File: src/inc/cp_ctrl_pkg.sv
package cp_ctrl_pkg;

  // Bus and channel widths
  localparam int unsigned ADDR_W = 8;
  localparam int unsigned DATA_W = 8;
  localparam int unsigned NUM_OUT = 4;

  // Register offsets
  localparam logic [ADDR_W-1:0] OFS_CONTROL = 8'h00;
  localparam logic [ADDR_W-1:0] OFS_OUT_ENABLE = 8'h01;
  localparam logic [ADDR_W-1:0] OFS_STATUS = 8'h02;

  // Software control bits, bit 4 down to bit 0 of the control register
  typedef struct packed {
    logic pump_force_enable;
    logic pump_auto_enable;
    logic upshift_debounce_select;
    logic ratio_manual_select;
    logic pump_ratio;
  } ctrl_type;

  localparam int unsigned CTRL_W = $bits(ctrl_type);

  // Both enables stay off so an unfitted pump is never started
  localparam ctrl_type CTRL_RESET = '{
    pump_force_enable: 1'b0,
    pump_auto_enable: 1'b0,
    upshift_debounce_select: 1'b0,
    ratio_manual_select: 1'b0,
    pump_ratio: 1'b0
  };
  localparam logic [NUM_OUT-1:0] OUT_ENABLE_RESET = 4'h0;

  // Drive towards the analog pump
  typedef struct packed {
    logic pump_on;
    logic ratio_double;
    logic soft_limit;
  } pump_drive_type;

  localparam int unsigned DRIVE_W = $bits(pump_drive_type);
  localparam pump_drive_type DRIVE_RESET = '{pump_on: 1'b0, ratio_double: 1'b0, soft_limit: 1'b0};

  // Ratio encoding
  localparam logic RATIO_BYPASS = 1'b0;
  localparam logic RATIO_DOUBLE = 1'b1;

  // Automatic ratio selection states, Gray along idle, bypass, double
  typedef enum logic [1:0] {
    ST_IDLE = 2'b00,
    ST_BYPASS = 2'b01,
    ST_DOUBLE = 2'b11
  } auto_state_type;

  // Timing
  localparam int unsigned CLK_FREQ_MHZ = 100;
  localparam int unsigned DEB_LONG_MS = 32;
  localparam int unsigned DEB_SHORT_US = 200;
  localparam int unsigned SOFT_START_US = 20;
  localparam int unsigned DEB_LONG_CYCLES = DEB_LONG_MS * 1000 * CLK_FREQ_MHZ;
  localparam int unsigned DEB_SHORT_CYCLES = DEB_SHORT_US * CLK_FREQ_MHZ;
  localparam int unsigned SOFT_START_CYCLES = SOFT_START_US * CLK_FREQ_MHZ;
  localparam int unsigned DEB_CNT_W = 22;
  localparam int unsigned SOFT_CNT_W = 12;

endpackage

File: src/rtl/dropout_sync.sv
`timescale 1ns/10ps
module dropout_sync (
  input wire logic CLK_SYS, // System clock
  input wire logic RESET, // Asynchronous reset, active high
  input wire logic [cp_ctrl_pkg::NUM_OUT-1:0] ASYNC_IN, // Raw comparator flags
  output logic [cp_ctrl_pkg::NUM_OUT-1:0] SYNC_OUT // Synchronised flags
);
  import cp_ctrl_pkg::*;

  genvar i;
  generate
    for (i = 0; i < NUM_OUT; i++) begin : g_bit
      logic meta_q;
      logic stable_q;
      // First stage feeds only the second one
      always_ff @(posedge CLK_SYS or posedge RESET) begin
        if (RESET) begin
          meta_q <= 1'b0;
          stable_q <= 1'b0;
        end else begin
          meta_q <= ASYNC_IN[i];
          stable_q <= meta_q;
        end
      end
      assign SYNC_OUT[i] = stable_q;
    end
  endgenerate
endmodule

File: src/rtl/charge_pump_mode_control.sv
`timescale 1ns/10ps
// How it works
// - The pump always runs in exactly one ratio, either bypass or doubling.
// - In automatic operation every pump start begins in bypass and moves up to doubling on its own when needed.
// - In manual operation the ratio written by software is applied with no automatic change.
// - Only enabled current outputs are watched, and a dropout on any of them requests an upshift.
// - The upshift happens only after the request has lasted 32 ms, or 200 us with the short debounce selected.
// - Automatic selection only moves up and never falls back to bypass while outputs stay on.
// - Switching all outputs off re-arms automatic selection so it starts again from bypass.
// - A running pattern switches the outputs off after each cycle, re-arming selection once per cycle.
// - A soft-start current limit is applied at pump start and at every ratio change.
// - The manual select bit picks automatic selection at 0 and software ratio at 1, automatic by default.
// - Reading the ratio field returns the ratio the pump actually runs in.
// - With the automatic enable alone the pump turns itself off once all outputs are off.
// - With the forced enable the pump keeps running after start even with all outputs off.
module charge_pump_mode_control #(
  parameter int unsigned DEB_LONG = cp_ctrl_pkg::DEB_LONG_CYCLES, // Long debounce, cycles
  parameter int unsigned DEB_SHORT = cp_ctrl_pkg::DEB_SHORT_CYCLES // Short debounce, cycles
) (
  input wire logic CLK_SYS, // System clock, 100 MHz
  input wire logic RESET, // Asynchronous reset, active high
  input wire logic [cp_ctrl_pkg::ADDR_W-1:0] ADDR, // Register address
  input wire logic [cp_ctrl_pkg::DATA_W-1:0] WDATA, // Write data
  input wire logic WR, // Write strobe
  input wire logic RD, // Read strobe
  output logic [cp_ctrl_pkg::DATA_W-1:0] RDATA, // Read data, cycle after RD
  input wire logic PATTERN_RUN, // Pattern generator active
  input wire logic PATTERN_CYCLE_END, // Pulse at end of each pattern cycle
  input wire logic [cp_ctrl_pkg::NUM_OUT-1:0] DROPOUT, // Output below dropout threshold
  output logic [cp_ctrl_pkg::NUM_OUT-1:0] LED_ENABLE, // Current output enables
  output cp_ctrl_pkg::pump_drive_type PUMP_DRIVE // Pump switch control
);
  import cp_ctrl_pkg::*;

  localparam logic [DEB_CNT_W-1:0] DEB_LONG_LAST = DEB_CNT_W'(DEB_LONG - 1);
  localparam logic [DEB_CNT_W-1:0] DEB_SHORT_LAST = DEB_CNT_W'(DEB_SHORT - 1);
  localparam logic [SOFT_CNT_W-1:0] SOFT_LAST = SOFT_CNT_W'(SOFT_START_CYCLES - 1);
  localparam logic [DEB_CNT_W-1:0] DEB_ONE = DEB_CNT_W'(1);
  localparam logic [SOFT_CNT_W-1:0] SOFT_ONE = SOFT_CNT_W'(1);

  function automatic logic addr_hit(input logic [ADDR_W-1:0] a, input logic [ADDR_W-1:0] ofs);
    addr_hit = (a == ofs);
  endfunction

  logic [NUM_OUT-1:0] drop_s;
  ctrl_type ctrl_q, ctrl_d;
  logic [NUM_OUT-1:0] out_en_q, out_en_d;
  logic [NUM_OUT-1:0] led_q, led_d;
  logic [DATA_W-1:0] rdata_q, rdata_d;
  auto_state_type st_q, st_d;
  logic [DEB_CNT_W-1:0] deb_q, deb_d;
  logic [SOFT_CNT_W-1:0] soft_cnt_q, soft_cnt_d;
  pump_drive_type drv_q, drv_d;
  logic any_on;
  logic drop_req;
  logic deb_hit;
  logic soft_load;
  logic [DEB_CNT_W-1:0] deb_last;

  dropout_sync u_sync (
    .CLK_SYS(CLK_SYS),
    .RESET(RESET),
    .ASYNC_IN(DROPOUT),
    .SYNC_OUT(drop_s)
  );

  // Register file
  always_comb begin
    ctrl_d = ctrl_q;
    out_en_d = out_en_q;
    rdata_d = '0;
    if (WR && addr_hit(ADDR, OFS_CONTROL)) begin
      ctrl_d = ctrl_type'(WDATA[CTRL_W-1:0]);
    end
    if (WR && addr_hit(ADDR, OFS_OUT_ENABLE)) begin
      out_en_d = WDATA[NUM_OUT-1:0];
    end
    if (RD) begin
      if (addr_hit(ADDR, OFS_CONTROL)) begin
        // Ratio field shows the running ratio, not the written one
        rdata_d = DATA_W'({ctrl_q[CTRL_W-1:1], drv_q.ratio_double});
      end else if (addr_hit(ADDR, OFS_OUT_ENABLE)) begin
        rdata_d = DATA_W'(out_en_q);
      end else if (addr_hit(ADDR, OFS_STATUS)) begin
        rdata_d = DATA_W'({st_q, drv_q});
      end
    end
  end

  always_ff @(posedge CLK_SYS or posedge RESET) begin
    if (RESET) begin
      ctrl_q <= CTRL_RESET;
      out_en_q <= OUT_ENABLE_RESET;
      rdata_q <= '0;
    end else begin
      ctrl_q <= ctrl_d;
      out_en_q <= out_en_d;
      rdata_q <= rdata_d;
    end
  end

  assign RDATA = rdata_q;

  // Outputs and automatic selection
  always_comb begin
    // One blanked cycle at each pattern cycle end clears the selection
    led_d = (PATTERN_RUN && PATTERN_CYCLE_END) ? '0 : out_en_q;
    any_on = |led_q;
    drv_d = drv_q;
    st_d = st_q;
    deb_d = '0;
    deb_hit = 1'b0;
    soft_cnt_d = soft_cnt_q;
    deb_last = ctrl_q.upshift_debounce_select ? DEB_SHORT_LAST : DEB_LONG_LAST;
    drop_req = ((drop_s & led_q) != '0) && (st_q == ST_BYPASS) && !ctrl_q.ratio_manual_select;

    if (!ctrl_q.pump_force_enable && !ctrl_q.pump_auto_enable) begin
      drv_d.pump_on = 1'b0;
    end else if (!drv_q.pump_on) begin
      drv_d.pump_on = any_on;
    end else if (ctrl_q.pump_force_enable) begin
      drv_d.pump_on = 1'b1;
    end else begin
      drv_d.pump_on = any_on;
    end

    if (drop_req) begin
      // Catches a count already past a newly shortened limit
      deb_hit = (deb_q >= deb_last);
      deb_d = deb_hit ? '0 : deb_q + DEB_ONE;
    end

    if (!any_on || !drv_q.pump_on || ctrl_q.ratio_manual_select) begin
      st_d = ST_IDLE;
    end else begin
      unique case (st_q)
        ST_IDLE: st_d = ST_BYPASS;
        ST_BYPASS: st_d = deb_hit ? ST_DOUBLE : ST_BYPASS;
        ST_DOUBLE: st_d = ST_DOUBLE;
        default: st_d = ST_IDLE;
      endcase
    end

    // Single bit: bypass or doubling, never both
    if (!drv_d.pump_on) begin
      drv_d.ratio_double = RATIO_BYPASS;
    end else if (ctrl_q.ratio_manual_select) begin
      drv_d.ratio_double = ctrl_q.pump_ratio;
    end else begin
      drv_d.ratio_double = (st_d == ST_DOUBLE) ? RATIO_DOUBLE : RATIO_BYPASS;
    end

    soft_load = drv_d.pump_on && (!drv_q.pump_on || (drv_d.ratio_double != drv_q.ratio_double));
    if (soft_load) begin
      soft_cnt_d = SOFT_LAST;
    end else if (soft_cnt_q != '0) begin
      soft_cnt_d = soft_cnt_q - SOFT_ONE;
    end
    drv_d.soft_limit = soft_load || (soft_cnt_q != '0);
  end

  always_ff @(posedge CLK_SYS or posedge RESET) begin
    if (RESET) begin
      led_q <= OUT_ENABLE_RESET;
      drv_q <= DRIVE_RESET;
      st_q <= ST_IDLE;
      deb_q <= '0;
      soft_cnt_q <= '0;
    end else begin
      led_q <= led_d;
      drv_q <= drv_d;
      st_q <= st_d;
      deb_q <= deb_d;
      soft_cnt_q <= soft_cnt_d;
    end
  end

  assign LED_ENABLE = led_q;
  assign PUMP_DRIVE = drv_q;
endmodule

File: config.mk
export PLATFORM = sky130hd
export DESIGN_NAME = charge_pump_mode_control
export DESIGN_NICKNAME = d
export VERILOG_FILES = /design/src/inc/cp_ctrl_pkg.sv /design/src/rtl/dropout_sync.sv /design/src/rtl/charge_pump_mode_control.sv
export SDC_FILE = /design/constraint.sdc
export NUM_CORES = 1
export LEC_CHECK = 0
export BUFFER_PORTS_ARGS = -buffer_cell sky130_fd_sc_hd__buf_4
export CAP_MARGIN = 20
export CORE_UTILIZATION = 40
export CTS_BUF_LIST = sky130_fd_sc_hd__clkbuf_4 sky130_fd_sc_hd__clkbuf_8
export DETAILED_ROUTE_END_ITERATION = 7
export GPL_ROUTABILITY_DRIVEN = 0
export SLEW_MARGIN = 20
export SYNTH_ARGS = -nofsm -noshare
export SYNTH_HDL_FRONTEND = slang
export SYNTH_SLANG_ARGS = --single-unit
File: constraint.sdc
create_clock -name CLK_SYS -period 2.4 [get_ports CLK_SYS]
set_input_delay 0 -clock CLK_SYS [delete_from_list [all_inputs] [get_ports CLK_SYS]]
set_output_delay 0 -clock CLK_SYS [all_outputs]
set_load 0.05 [all_outputs]
==> summary.txt <==
Main synth FF type: dfrtp_1
Post-CTS setup buffer count: 0
Site row count: 32
Core box area: 7690 um^2
XOR/XNOR Fraction of Synth Area: 0.0722
Final hold vios: 0
EDFF count, synth: 0
Compound-Gate Fraction of Synth Area: 0.111
Root buffer cell: clkbuf_8
Die Y: 90.8 um
Drt initial violations: 102
Synth cell types: 46
Area share of fa/ha/maj cells after synthesis: 0.0476
Seq/Total Area, Yosys: 0.516
Pin slew with the least headroom to its limit: 0.669 ns
Min cycle time layout: 2.60 ns
Area leader, netlist: dfrtp_1
Final worst slack: -0.203 ns
Initial antenna violation count: 0
CTS tree: built
Status: complete, but fails checks
Post-Syn Area per Cell: 10.6 um^2
Worst reg2reg path startpoint: ctrl_q[2]
Antenna cells: 0
Final setup TNS: -1.74 ns
Max Fclk: 0.384 GHz
PortBufs: 34
CTS clk-pin slew, worst paths: 0.07 ns
1st-pass router iterations: 4
Worst r2r path cells: 7
Clock buffer depth: 2
Hold Crit Class: in -> reg
Slew headroom: 0.550
Mux share of post-synthesis cell area: 0.0349
Wirelength per Cell: 13.8 um
Area of the die: 8240 um^2
ANT nets after route: 0
Critical R2R Capture: soft_cnt_q[8]
I/O pin count: 41
Yosys top cell area share: 0.516
Crit. End Element: flop
CP Launch Type: flop
Mapped Area: 3150 um^2
DP Wirelength: 4760 um
Critical path arrival: 2.82 ns
LEAKAGE: 1.85 nW
R2R Setup Slk: -0.20 ns
Required time worst endpoint: 2.62 ns
Die Wd: 90.8 um
Largest net degree at the start of global routing: 28
Total Routing Usage GR: 0.178
WS Path Type: reg -> reg
RSZ-0062 raised after global routing: true
Pre-CTS setup slack: -0.311 ns
Peak supply drop: 0.419 mV
Number of synthesized register bits: 65
Tcrit/Tclk final: 1.08
Failing checks: negative setup slack
Via count: 2,402
Warnings, synthesis: 0
Max Slew Vio Count: 0
Detailed Route WL: 6580 um
Max_cap viols: 0
Total gr overflow: 0
Clk_skew: 0.00801 ns
Sinks on Clock Net: 65
Worst setup path startpoint: ctrl_q[2]
Clock latency on the worst-skew pair: 0.34 ns
DRC Markers: 0
Largest family of logic cells by synthesized area: simple AND/OR/NAND/NOR gates
Post-synth ARST share: 1.00
PwrDens: 670 nW/um^2
Simple-Gate Fraction of Synth Area: 0.188
CTS H-tree depth: 3
First-pass GRT wire length: 11,600 um
Vias in the first global route: 2,483
Share of layout cells above drive strength 1: 0.241
Layout net count: 408
CP endpoint: soft_cnt_q[8]
Cells after Synth: 298
Vias/cell: 5.05
Area Overhead vs Synth: 27.3%
Initial Util: 0.410
Crit Path Max Fanout: 8
CTS Buf Count: 9
# setup viols final: 14
Synth area leaders: dfrtp_1 52%, ha_1 4.8%, xor2_1 3.9%
==> kinds of logic after synthesis <==
family	after synthesis
fa+ha+maj	12
other cells	1
simple gates	117
flops	65
compound gates	46
xor+xnor	26
mux	10
buf+inv	21
==> stage by stage <==
| stage | cell area [um^2] | hold WS [ns] | cells | power (mW) | utilization |
|---|---|---|---|---|---|
| after floorplan | 3160 | 0.0314 | 300 | 1.63 | - |
| after detailed placement | 3670 | 0.0401 | 449 | 1.75 | 0.477 |
| after global routing | 4010 | 0.0474 | 476 | 2.84 | 0.522 |
| after global placement | 3670 | 0.0380 | 449 | 1.74 | 0.477 |
| final | 4010 | 0.0372 | 476 | 2.69 | 0.522 |
| after CTS | 4010 | 0.0168 | 476 | 2.72 | 0.522 |
==> Yosys cell counts (2+ instances only) <==
master and number:
or4_1 4, a21oi_1 8, a2111oi_0 2, o21a_1 3, a22oi_1 2, nand4_1 7
mux2_2 8, a221o_1 2, or3_1 2, nand3b_1 3, clkbuf_1 3, nand2_1 22
inv_1 14, and4_1 2, o221ai_1 2, nor4_1 2, nor2_1 31, nand2b_1 6
and3_1 6, dfrtp_1 65, xnor2_1 12, xor2_1 14, buf_4 3, nand3_1 10
mux2i_1 2, a21o_2 2, o21ai_0 10, nor2b_1 5, and2_1 4, a211oi_1 4
nor3_1 10, ha_1 12, a21o_1 3
==> layer usage <==
layer  vias to the layer above  share of wire  global-route usage
li1                       1186              -                   -
met1                      1179           0.48               0.235
met2                        27           0.48               0.292
met3                        10          0.022              0.0379
met4                         0          0.014              0.0595
met5                         -              0                   0
==> report_power, final <==
group	internal, mW	switching, mW	leakage, nW
clock	0.539	0.402	0.106
combinational	0.200	0.231	0.905
sequential	1.22	0.0996	0.842
total	1.96	0.733	1.85
==> critical path: stages, from the launching register on <==
cell and delay, ns:
dfrtp_2 0.47, ha_1 0.32, nand4_1 0.12, or4_4 0.50, a221o_1 0.33, a21oi_4 0.24
o2111ai_4 0.16, a221o_1 0.34
==> worst min-delay path by stage <==
stage	endpoint	slack, ns	depth (start not counted)	startpoint
after floorplan	u_sync.g_bit[0].meta_q	0.03	0	DROPOUT[0]
after global placement	soft_cnt_q[11]	0.04	2	RESET
after detailed placement	soft_cnt_q[10]	0.04	2	RESET
after CTS	LED_ENABLE[3]	0.02	3	PATTERN_CYCLE_END
after global routing	RDATA[4]	0.05	3	RD
final	LED_ENABLE[3]	0.04	3	PATTERN_RUN
==> final cells by class <==
class	instances	area, um^2
clock buffers	12	159
flip-flops and latches	65	1630
well taps	102	128
repair buffers	66	538
clock inverters	3	40.0
inverters	14	52.6
fillers	728	3670
multi-input cells	214	1470
==> repair_timing <==
action,CTS,global route
endpoints found under the hold margin,35,0
setup endpoints to repair,14,15
gates resized for setup,4,2
pin swaps,1,0
hold buffers,12,0
==> layout by cell type (no fill, tap or decap), types with 3 or more instances in the layout <==
cell type / instances
a211oi_1: 4
a21o_1: 3
a21oi_1: 8
and2_1: 4
and3_1: 6
buf_4: 53
clkbuf_8: 11
conb_1: 3
dfrtp_1: 64
dlygate4sd3_1: 12
ha_1: 11
inv_1: 12
mux2_2: 8
nand2_1: 22
nand2b_1: 6
nand3_1: 10
nand3b_1: 3
nand4_1: 7
nor2_1: 31
nor2b_1: 5
nor3_1: 10
o21a_1: 3
o21ai_0: 9
or4_1: 3
xnor2_1: 12
xor2_1: 14
==> registers in the layout (all words and copies together), names as in the netlist <==
signal,flops
soft_cnt_q,12
u_sync.g_bit.meta_q,4
LED_ENABLE,4
RDATA,5
st_q,2
PUMP_DRIVE,3
u_sync.g_bit.stable_q,4
out_en_q,4
deb_q,22
ctrl_q,5
Power figures use the tool's default switching activity.
